==> src/rfid_opts_pkg.sv <==
// Package of offsets, field positions, reset values and counts for the framing option registers
package rfid_opts_pkg;
  // ==========================================================
  // Register offsets
  localparam logic [7:0] type_a_special_options_addr = 8'h10;
  localparam logic [7:0] rx_start_mirror_addr = 8'h11;
  localparam logic [7:0] fifo_irq_thresholds_addr = 8'h14;
  localparam logic [7:0] irq_status_addr = 8'h20;
  localparam logic [7:0] irq_clear_addr = 8'h21;
  localparam logic [7:0] irq_enable_addr = 8'h22;
  // ==========================================================
  // Field positions
  localparam int parity_check_disable_bit = 5;
  localparam int slot_grid_select_bit = 4;
  localparam int direct_bitstream_transmit_bit = 3;
  localparam int short_receive_bit = 2;
  localparam int normal_framing_bit = 1;
  localparam int collision_pulse_bit = 0;
  localparam int fifo_high_water_lsb = 2;
  localparam int fifo_low_water_lsb = 0;
  // Interrupt bit positions
  localparam int irq_rx_done_bit = 0;
  localparam int irq_fifo_high_bit = 1;
  localparam int irq_fifo_low_bit = 2;
  localparam int irq_collision_bit = 3;
  // ==========================================================
  // Reset values and masks
  localparam logic [7:0] options_reset = 8'h00;
  localparam logic [7:0] thresholds_reset = 8'h00;
  localparam logic [7:0] options_mask = 8'h3F;
  localparam logic [7:0] thresholds_mask = 8'h0F;
  localparam logic [3:0] irq_reset = 4'h0;
  // ==========================================================
  // Thresholds, pulse counts and slot grid
  localparam logic [7:0] high_level_0 = 8'd124;
  localparam logic [7:0] high_level_1 = 8'd120;
  localparam logic [7:0] high_level_2 = 8'd112;
  localparam logic [7:0] high_level_3 = 8'd96;
  localparam logic [7:0] low_level_0 = 8'd4;
  localparam logic [7:0] low_level_1 = 8'd8;
  localparam logic [7:0] low_level_2 = 8'd16;
  localparam logic [7:0] low_level_3 = 8'd32;
  localparam logic [2:0] collision_pulses_seven = 3'd7;
  localparam logic [2:0] collision_pulses_six = 3'd6;
  localparam real clk_period_ns = 20.0;
  localparam real slot_short_ns = 18880.0;
  localparam real slot_long_ns = 37770.0;
  localparam logic [11:0] slot_short_cycles = 12'($rtoi(slot_short_ns / clk_period_ns));
  localparam logic [11:0] slot_long_cycles = 12'($rtoi(slot_long_ns / clk_period_ns));
  localparam logic [7:0] anticoll_sel_1 = 8'h93;
  localparam logic [7:0] anticoll_sel_2 = 8'h95;
  localparam logic [7:0] anticoll_sel_3 = 8'h97;
endpackage

==> src/rfid_framing_options.sv <==
// Framing option, receive-start mirror and FIFO threshold registers
//
// Notes on behaviour
// Parity-disable bit skips type A parity check
// Slot-grid bit picks 18.88 or 37.77 us
// Direct bit stream feeds encoder, bypassing FIFO
// Short-receive bit accepts four-bit replies
// Framing bit zero applies broken-byte anticollision
// Host sets framing bit after anticollision
// Collision after 7 pulses, or 6 when set
// Mirror register bit zero copies receive-start
// Receive-start held during reception, done interrupts
// High-water code selects 124/120/112/96 bytes
// Low-water code selects 4/8/16/32 bytes
// Threshold register clears to zero on reset
// Reserved bits read zero, ignore writes
module rfid_framing_options
  import rfid_opts_pkg::*;
(
  input wire logic core_clk,
  input wire logic nrst,
  input wire logic ce,
  input wire logic [7:0] addr,
  input wire logic [7:0] wdata,
  input wire logic wr,
  input wire logic rd,
  output logic [7:0] rdata,
  input wire logic rx_sof,
  input wire logic rx_active,
  input wire logic rx_parity_bad,
  input wire logic [2:0] rx_bit_count,
  input wire logic rx_byte_done,
  input wire logic [7:0] tx_first_byte,
  input wire logic tx_active,
  input wire logic [7:0] fifo_level,
  input wire logic [2:0] subcarrier_pulses,
  input wire logic tx_bit_in,
  input wire logic fifo_tx_bit,
  output logic encoder_bit,
  output logic parity_error,
  output logic short_frame_ok,
  output logic broken_byte_framing,
  output logic collision_error,
  output logic slot_tick,
  output logic irq
);
  // ==========================================================
  // Register state
  logic [7:0] options_r;
  logic [7:0] thresholds_r;
  logic rx_start_r;
  logic [3:0] irq_status_r;
  logic [3:0] irq_enable_r;
  logic [3:0] irq_status_nxt;
  logic [7:0] rdata_nxt;
  logic rx_active_d_r;
  logic high_seen_r;
  logic low_seen_r;

  // ==========================================================
  // Decoding helpers, used for both thresholds
  function automatic logic [7:0] high_level(input logic [1:0] code);
    case (code)
      2'b00: high_level = high_level_0;
      2'b01: high_level = high_level_1;
      2'b10: high_level = high_level_2;
      default: high_level = high_level_3;
    endcase
  endfunction

  function automatic logic [7:0] low_level(input logic [1:0] code);
    case (code)
      2'b00: low_level = low_level_0;
      2'b01: low_level = low_level_1;
      2'b10: low_level = low_level_2;
      default: low_level = low_level_3;
    endcase
  endfunction

  // ==========================================================
  // Bus decode
  wire wr_options = wr && addr == type_a_special_options_addr;
  wire wr_thresholds = wr && addr == fifo_irq_thresholds_addr;
  wire wr_clear = wr && addr == irq_clear_addr;
  wire wr_enable = wr && addr == irq_enable_addr;

  // ==========================================================
  // Option fields
  wire parity_off = options_r[parity_check_disable_bit];
  wire slot_grid_select = options_r[slot_grid_select_bit];
  wire direct_bitstream_transmit = options_r[direct_bitstream_transmit_bit];
  wire short_receive = options_r[short_receive_bit];
  wire normal_framing = options_r[normal_framing_bit];
  wire six_pulses = options_r[collision_pulse_bit];
  wire [1:0] high_code = thresholds_r[fifo_high_water_lsb +: 2];
  wire [1:0] fifo_low_water_msb_lsb = thresholds_r[fifo_low_water_lsb +: 2];

  // Bypass muxes the raw stream in; fifo_tx_bit is then ignored, not stopped
  assign encoder_bit = direct_bitstream_transmit ? tx_bit_in : fifo_tx_bit;
  assign parity_error = rx_parity_bad && !parity_off;
  assign short_frame_ok = short_receive && rx_byte_done && rx_bit_count == 3'd4;
  wire sel_cmd = tx_first_byte == anticoll_sel_1 || tx_first_byte == anticoll_sel_2
    || tx_first_byte == anticoll_sel_3;
  assign broken_byte_framing = !normal_framing && sel_cmd;
  wire [2:0] pulse_limit = six_pulses ? collision_pulses_six : collision_pulses_seven;
  assign collision_error = rx_active && subcarrier_pulses >= pulse_limit;

  // ==========================================================
  // Events
  wire rx_done_ev = rx_active_d_r && !rx_active;
  wire high_hit = rx_active && fifo_level >= high_level(high_code);
  wire low_hit = tx_active && fifo_level <= low_level(fifo_low_water_msb_lsb);
  wire high_ev = high_hit && !high_seen_r;
  wire low_ev = low_hit && !low_seen_r;
  wire [3:0] events = {collision_error, low_ev, high_ev, rx_done_ev};
  wire [3:0] clr_bits = wr_clear ? wdata[3:0] : 4'h0;
  // Set wins over a clear in the same cycle
  assign irq_status_nxt = (irq_status_r & ~clr_bits) | events;
  assign irq = |(irq_status_r & irq_enable_r);

  // ==========================================================
  // Read mux; reserved bits read zero
  always_comb
  begin
    case (addr)
      type_a_special_options_addr: rdata_nxt = options_r & options_mask;
      rx_start_mirror_addr: rdata_nxt = {7'h00, rx_start_r};
      fifo_irq_thresholds_addr: rdata_nxt = thresholds_r & thresholds_mask;
      irq_status_addr: rdata_nxt = {4'h0, irq_status_r};
      irq_enable_addr: rdata_nxt = {4'h0, irq_enable_r};
      default: rdata_nxt = 8'h00;
    endcase
  end

  // ==========================================================
  // Registers
  always_ff @(posedge core_clk)
  begin
    if (!nrst)
    begin
      options_r <= options_reset;
      thresholds_r <= thresholds_reset;
      irq_status_r <= irq_reset;
      irq_enable_r <= irq_reset;
      rdata <= 8'h00;
      rx_start_r <= 1'b0;
      rx_active_d_r <= 1'b0;
      high_seen_r <= 1'b0;
      low_seen_r <= 1'b0;
    end
    else if (ce)
    begin
      if (wr_options)
        options_r <= wdata & options_mask;
      if (wr_thresholds)
        thresholds_r <= wdata & thresholds_mask;
      if (wr_enable)
        irq_enable_r <= wdata[3:0];
      rdata <= rd ? rdata_nxt : 8'h00;
      irq_status_r <= irq_status_nxt;
      // Start set at SOF, held until reception ends
      rx_start_r <= rx_active && (rx_sof || rx_start_r);
      rx_active_d_r <= rx_active;
      // One interrupt per crossing, rearmed when the level recedes
      high_seen_r <= high_hit;
      low_seen_r <= low_hit;
    end
  end

  // ==========================================================
  // Slot grid
  slot_grid_timer u_grid (
    .core_clk(core_clk),
    .nrst(nrst),
    .ce(ce),
    .long_grid(slot_grid_select),
    .grid_tick(slot_tick)
  );

  // ==========================================================
  // Checks
  parity_skip_a: assert property (@(posedge core_clk) disable iff (!nrst)
    parity_off |-> !parity_error) else $error("parity error while disabled");
  bypass_path_a: assert property (@(posedge core_clk) disable iff (!nrst)
    direct_bitstream_transmit |-> encoder_bit == tx_bit_in) else $error("bypass not applied");
  broken_byte_a: assert property (@(posedge core_clk) disable iff (!nrst)
    broken_byte_framing |-> !normal_framing && sel_cmd) else $error("bad framing select");
  collision_count_a: assert property (@(posedge core_clk) disable iff (!nrst)
    rx_active && subcarrier_pulses == 3'd6 |-> collision_error == six_pulses)
    else $error("collision pulse count wrong");
  mirror_read_a: assert property (@(posedge core_clk) disable iff (!nrst)
    ce && rd && addr == rx_start_mirror_addr |=> rdata == {7'h00, $past(rx_start_r)})
    else $error("mirror read mismatch");
  rx_done_irq_a: assert property (@(posedge core_clk) disable iff (!nrst)
    ce && rx_done_ev |=> irq_status_r[irq_rx_done_bit]) else $error("rx done not flagged");
  high_level_a: assert property (@(posedge core_clk) disable iff (!nrst)
    rx_active && high_code == 2'b11 && fifo_level == 8'd96 |-> high_hit)
    else $error("high level wrong");
  low_level_a: assert property (@(posedge core_clk) disable iff (!nrst)
    tx_active && fifo_low_water_msb_lsb == 2'b00 && fifo_level == 8'd5 |-> !low_hit)
    else $error("low level wrong");
  thresh_reset_a: assert property (@(posedge core_clk)
    !nrst |=> thresholds_r == 8'h00) else $error("threshold reset wrong");
  reserved_zero_a: assert property (@(posedge core_clk) disable iff (!nrst)
    options_r[7:6] == 2'b00 && thresholds_r[7:4] == 4'h0) else $error("reserved bit set");
endmodule

==> src/slot_grid_timer.sv <==
// Next-slot time grid tick generator
module slot_grid_timer
  import rfid_opts_pkg::*;
(
  input wire logic core_clk,
  input wire logic nrst,
  input wire logic ce,
  input wire logic long_grid,
  output logic grid_tick
);
  logic [11:0] count_r;
  logic [11:0] count_nxt;
  wire [11:0] period = long_grid ? slot_long_cycles : slot_short_cycles;
  wire at_end = (count_r >= period - 12'd1);
  assign count_nxt = at_end ? 12'h000 : count_r + 12'd1;
  always_ff @(posedge core_clk)
  begin
    if (!nrst)
    begin
      count_r <= 12'h000;
      grid_tick <= 1'b0;
    end
    else if (ce)
    begin
      count_r <= count_nxt;
      grid_tick <= at_end;
    end
  end
  tick_period_a: assert property (@(posedge core_clk) disable iff (!nrst)
    ce && at_end |=> count_r == 12'h000 && grid_tick) else $error("grid wrap without tick");
endmodule

==> config.mk <==
export PLATFORM = sky130hd
export DESIGN_NAME = rfid_framing_options
export DESIGN_NICKNAME = d
export VERILOG_FILES = /design/src/rfid_opts_pkg.sv /design/src/rfid_framing_options.sv /design/src/slot_grid_timer.sv
export SDC_FILE = /design/constraint.sdc
export NUM_CORES = 1
export LEC_CHECK = 0
export ABC_CLOCK_PERIOD_IN_PS = 4230
export BUFFER_PORTS_ARGS = -buffer_cell sky130_fd_sc_hd__buf_2
export CORE_MARGIN = 1.5
export CORE_UTILIZATION = 56
export CTS_BUF_LIST = sky130_fd_sc_hd__clkbuf_16
export DETAILED_ROUTE_END_ITERATION = 7
export PLACE_DENSITY = 0.81
export SYNTH_ARGS = -nofsm -noshare
export SYNTH_HDL_FRONTEND = slang
export SYNTH_SLANG_ARGS = --single-unit
==> constraint.sdc <==
create_clock -name core_clk -period 4.23 [get_ports core_clk]
set_clock_uncertainty 0.15 [all_clocks]
set_input_delay 0.423 -clock core_clk [delete_from_list [all_inputs] [get_ports core_clk]]
set_output_delay 0.423 -clock core_clk [all_outputs]
set_load 0.05 [all_outputs]
# Word-level counts from Yosys, hierarchy flattened
# Cells that the tools add are included.
dict set report op_classes {
  n_addsub 2
  n_lt_le_gt_ge 4
  n_eq_ne 14
  mux 9
  n_bitwise 4
  reduce_logical 29
}
# operator count
set ops {}
lappend ops {{$pmux 6 s5} 1}
lappend ops {{$eq 8x5->1 const B} 3}
lappend ops {{$eq 8x6->1 const B} 3}
lappend ops {{$eq 8x8->1 const B} 3}
lappend ops {{$pmux 6 s3} 1}
lappend ops {{$logic_and 1x1->1} 15}
lappend ops {{$pmux 5 s3} 1}
lappend ops {{$add 12x1->12 const B} 1}
lappend ops {{$ge 12x12->1} 1}
lappend ops {{$mux 12} 1}
lappend ops {{$sub 12x1->12 const B} 1}
lappend ops {{$mux 11} 1}
lappend ops {{$and 4x4->4} 2}
lappend ops {{$ge 8x8->1} 1}
lappend ops {{$le 8x8->1} 1}
lappend ops {{$mux 8} 1}
lappend ops {{$reduce_and 2->1} 3}
lappend ops {{$logic_not 1->1} 5}
lappend ops {{$eq 2x1->1 const B} 2}
lappend ops {{$eq 2x2->1 const B} 2}
lappend ops {{$logic_not 2->1} 2}
lappend ops {{$mux 4} 1}
lappend ops {{$not 4->4} 1}
lappend ops {{$or 4x4->4} 1}
lappend ops {{5 further kinds} 8}
dict set report totals {
  regBits 43
  input_bits 50
  out_inout_bits 15
  elab_cells 73
}

# Depth between registers and ports, before layout
dict set report logic_depth {
  depth_word 6
  ltp_mapped 7
  mapped_depth_nobuf 7
}

# By module
# Synthesis repeated with hierarchy kept, for this count alone.
dict set report unflattened {
  cells_unflattened 255
  hier_area_um2 2366.0
}
# module n_inst cells_per_inst area_each_um2 seq_area_each_um2
set modules_own_cells {}
lappend modules_own_cells {rfid_framing_options 1 183 1661.6 560.5}
lappend modules_own_cells {slot_grid_timer 1 72 704.4 260.2}

# Least setup slack after synthesis
# Ideal clock, no wire load.
dict set report synth_path {
  kind {input-to-output}
  start {input port subcarrier_pulses[0]}
  end {output port collision_error}
  arrival_time_ns 1.525
  t_required_ns 3.657
  slack_ns 2.132
  cell_stages 4
  n_path_buf 0
  cell_sequence {inv_1 > ha_1 > inv_1 > a21oi_1}
}
dict set report synth_via {
  elab_chain_len 2
}
# element line
set synth_rtl {}
lappend synth_rtl {{start: declaration} rfid_framing_options.sv:36} ;# input wire logic [2:0] subcarrier_pulses,
lappend synth_rtl {{$ge 3x3->1} rfid_framing_options.sv:106} ;# assign collision_error = rx_active && subcarrier_pulses >= pulse_limit;
lappend synth_rtl {{$logic_and 1x1->1} rfid_framing_options.sv:106}
lappend synth_rtl {{end: declaration} rfid_framing_options.sv:43} ;# output logic collision_error,
# Every way passes these cells.

# Worst setup path in the final report
dict set report layout_path {
  start {register options_r[4]}
  end {register u_grid.count_r[8]}
}
dict set report layout_via {
  elab_chain_len 4
}
# element line
set layout_rtl {}
lappend layout_rtl {{start: declaration} rfid_framing_options.sv:49} ;# logic [7:0] options_r;
lappend layout_rtl {{start signal: assignment} rfid_framing_options.sv:141} ;# options_r <= options_reset;
lappend layout_rtl {{start signal: assignment} rfid_framing_options.sv:154} ;# options_r <= wdata & options_mask;
lappend layout_rtl {{$mux 11} slot_grid_timer.sv:13} ;# wire [11:0] period = long_grid ? slot_long_cycles : slot_short_cycles;
lappend layout_rtl {{$sub 12x1->12} slot_grid_timer.sv:14} ;# wire at_end = (count_r >= period - 12'd1);
lappend layout_rtl {{$ge 12x12->1} slot_grid_timer.sv:14}
lappend layout_rtl {{$mux 12} slot_grid_timer.sv:15} ;# assign count_nxt = at_end ? 12'h000 : count_r + 12'd1;
lappend layout_rtl {{end signal: assignment} slot_grid_timer.sv:25} ;# count_r <= count_nxt;
lappend layout_rtl {{end: declaration} slot_grid_timer.sv:11} ;# logic [11:0] count_r;
# Every way passes these cells.
# A chain may end at the register's enable or synchronous reset.

==> results_dict.tcl <==
set metrics [dict create \
    status "completed" \
    cts_max_level 2 \
    cts_setup_buffers 0 \
    place.port_buffers 60 \
    avgSynthCellArea_um2 8.50 \
    chipHeight_um 68.1 \
    clk_latency_ns 0.28 \
    die_x_um 68.1 \
    hp-class "in -> reg" \
    use_met3_pct 4.11 \
    synth_compound_area_share_pct 15.6 \
    synth_warnings 0 \
    final_max_slew_viol_count 0 \
    top_usage_layer "met2" \
    fin_nets 397 \
    grt_usage_pct 24.5 \
    worstPathRequired_ns 4.29 \
    tightestPinTransition_ns 0.812 \
    rows 23 \
    ys_seq_elements 41 \
    die_area_um2 4640 \
    post_cts_resized 0 \
    drive_above_1_share_pct 26.0 \
    synth_top_area_share_pct 34.6 \
    fin_tns_setup_ns 0 \
    gr-total-overflow 0 \
    maxCapViolCount 0 \
    synth.distinct_cells 52 \
    netlist_area_um2 2370 \
    cp_max_fo 7 \
    grt_pass1_vias 1947 \
    synth_xor_area_share_pct 2.58 \
    crit_path_start_kind "register" \
    rsz0062_at_grt "no" \
    synth_mux_area_share_pct 5.17 \
    gr-usage-met2_pct 39.3 \
    synth-adder-area-share_pct 7.38 \
    dr.first_iter.drc_count 152 \
    antenna_found_initial 0 \
    dr.pass1.iters 5 \
    ys_top_cells_by_area "dfxtp_1, ha_1, nor2_1, mux2i_1, nand3_1" \
    ys.flop_type "dfxtp_1" \
    core-area_um2 4030 \
    p_leak_uw 0.00118 \
    ys_seq_area_share_pct 34.6 \
    io_pins 65 \
    synth-edff-count 0 \
    clockBufferDepth 2 \
    cts.sinks 41 \
    setup_slack_ns 1.86 \
    ctsHoldBuffers 0 \
    slew_headroom_pct 45.7 \
    gp_congestion 0.839 \
    layout_commonest_cell "buf_2" \
    crit_type "reg -> reg" \
    hold_viol_final 0 \
    endpoint_kind "register" \
    initial_core_util_pct 58.9 \
    vias_per_cell 5.76 \
    synth_top_cell_by_area "dfxtp_1" \
    multi_input_area_um2 1460 \
    register_area_um2 821 \
    postRouteAntennaNets 0 \
    post-route-drc-count 0 \
    antenna_cells 0 \
    cts_buffers 5 \
    p_per_area_nw_per_um2 299 \
    post-route-period-util_pct 56.1 \
    clkSlewWorstSetupHoldPaths_ns 0.05 \
    areaGrowthSynthToFinish_pct 18.4 \
    use_met1_pct 32.6 \
    route.vias.total 2211 \
    ir_worst_vdd_v 0.000256 \
    final_cell_mix "buf_2, dfxtp_1, nor2_1" \
    synth_top_family_by_area "simple AND/OR/NAND/NOR gates" \
    routed_wl_um 5560 \
    async_flop_share_pct 0 \
    fill_cells 337 \
    clock-root-buffer "clkbuf_16" \
    place_hpwl_um 4090 \
    cts_tree "done" \
    synth-simple-area-share_pct 30.4 \
    wl_per_cell_um 14.5 \
    synthCells 279 \
    grt_start_max_net_pins 26 \
    arrival_ns 2.43 \
    max_clock_freq_ghz 0.422 \
    grt_pass1_wl_um 8550 \
    setup_viol 0 \
    period_needed_ns 2.37 \
    dp_slack_ns 1.72 \
]
## worst paths after layout
check / start / to / slack, ns / cells past startpoint
worst max-delay path: options_r[4] / u_grid.count_r[8] / 1.86 / 7
worst max register to register: options_r[4] / u_grid.count_r[8] / 1.86 / 7
worst min-delay path: wdata[5] / options_r[5] / 0.24 / 3
worst min register to register: rdata[2] / rdata[2] / 0.31 / 2
## layout make-up
type                            instances  share of cell area (%)
Timing Repair Buffer                   60                    10.7
Clock inverter                          3                   0.490
Inverter                                8                    1.07
Clock buffer                            5                    4.45
Sequential cell                        41                    29.2
Multi-Input combinational cell        217                    51.8
Tap cell                               50                    2.23
## worst max-delay path: stages (launching register included)
cell and delay, ns:
dfxtp_1 0.42, inv_1 0.12, ha_1 0.30, o21ai_0 0.13
o21ai_0 0.12, o21ai_0 0.55, o21ai_1 0.33, nor2_1 0.17
## report_power, final
group          internal (µW)  switching (µW)  total, µW
Combinational           33.1            54.0       87.1
Sequential               391            3.68        395
Clock                    214             144        358
Total                    638             202        840
## metal layers
layer | vias up | part of all wire, %
li1 | 1119 | -
met1 | 1021 | 45
met2 | 61 | 48
met3 | 10 | 5.0
met4 | 0 | 1.3
met5 | - | 0
## Yosys cell counts (3+ instances only)
cell,number
dfxtp_1,41
nor2_1,27
nand2_1,26
nand3_1,20
ha_1,14
o21ai_0,12
mux2i_1,10
a21oi_1,9
a22oi_1,8
clkbuf_1,8
inv_1,7
nand4_1,7
xor2_1,7
o21ai_2,6
a211oi_1,5
nand3_2,5
nor2b_1,5
nor3_1,5
and3_1,4
nand3b_1,4
a31oi_1,3
nand2b_1,3
o21ai_1,3
## registers in the layout (all words and copies together), names as in the netlist
name and cells:
high_seen_r 1, irq_enable_r 4, irq_status_r 4, low_seen_r 1, options_r 6, rdata 6
rx_active_d_r 1, rx_start_r 1, thresholds_r 4, u_grid.count_r 12, u_grid.grid_tick 1
## per-stage QoR
step / hold WS [ns] / power (µW) / std cells / cell area, µm² / util (%)
floorplan: 0.293 / 454 / 280 / 2380 / -
global placement: 0.289 / 487 / 376 / 2670 / 66.3
detailed placement: 0.299 / 489 / 376 / 2670 / 66.3
CTS: 0.234 / 844 / 384 / 2810 / 69.7
global route: 0.240 / 871 / 384 / 2810 / 69.7
finish: 0.235 / 840 / 384 / 2810 / 69.7
## kinds of logic (layout without fill, tap and decap cells)
logic type               Yosys count  after routing
flip-flops                        41             41
AND/OR/NAND/NOR                  126            126
adder cells (fa/ha/maj)           14             14
buffers and inverters             22             76
other                              1              2
XOR/XNOR                           7              7
multiplexers                      12             12
AO/OA/AOI/OAI                     56             56
(Power assumes the default switching activity.)
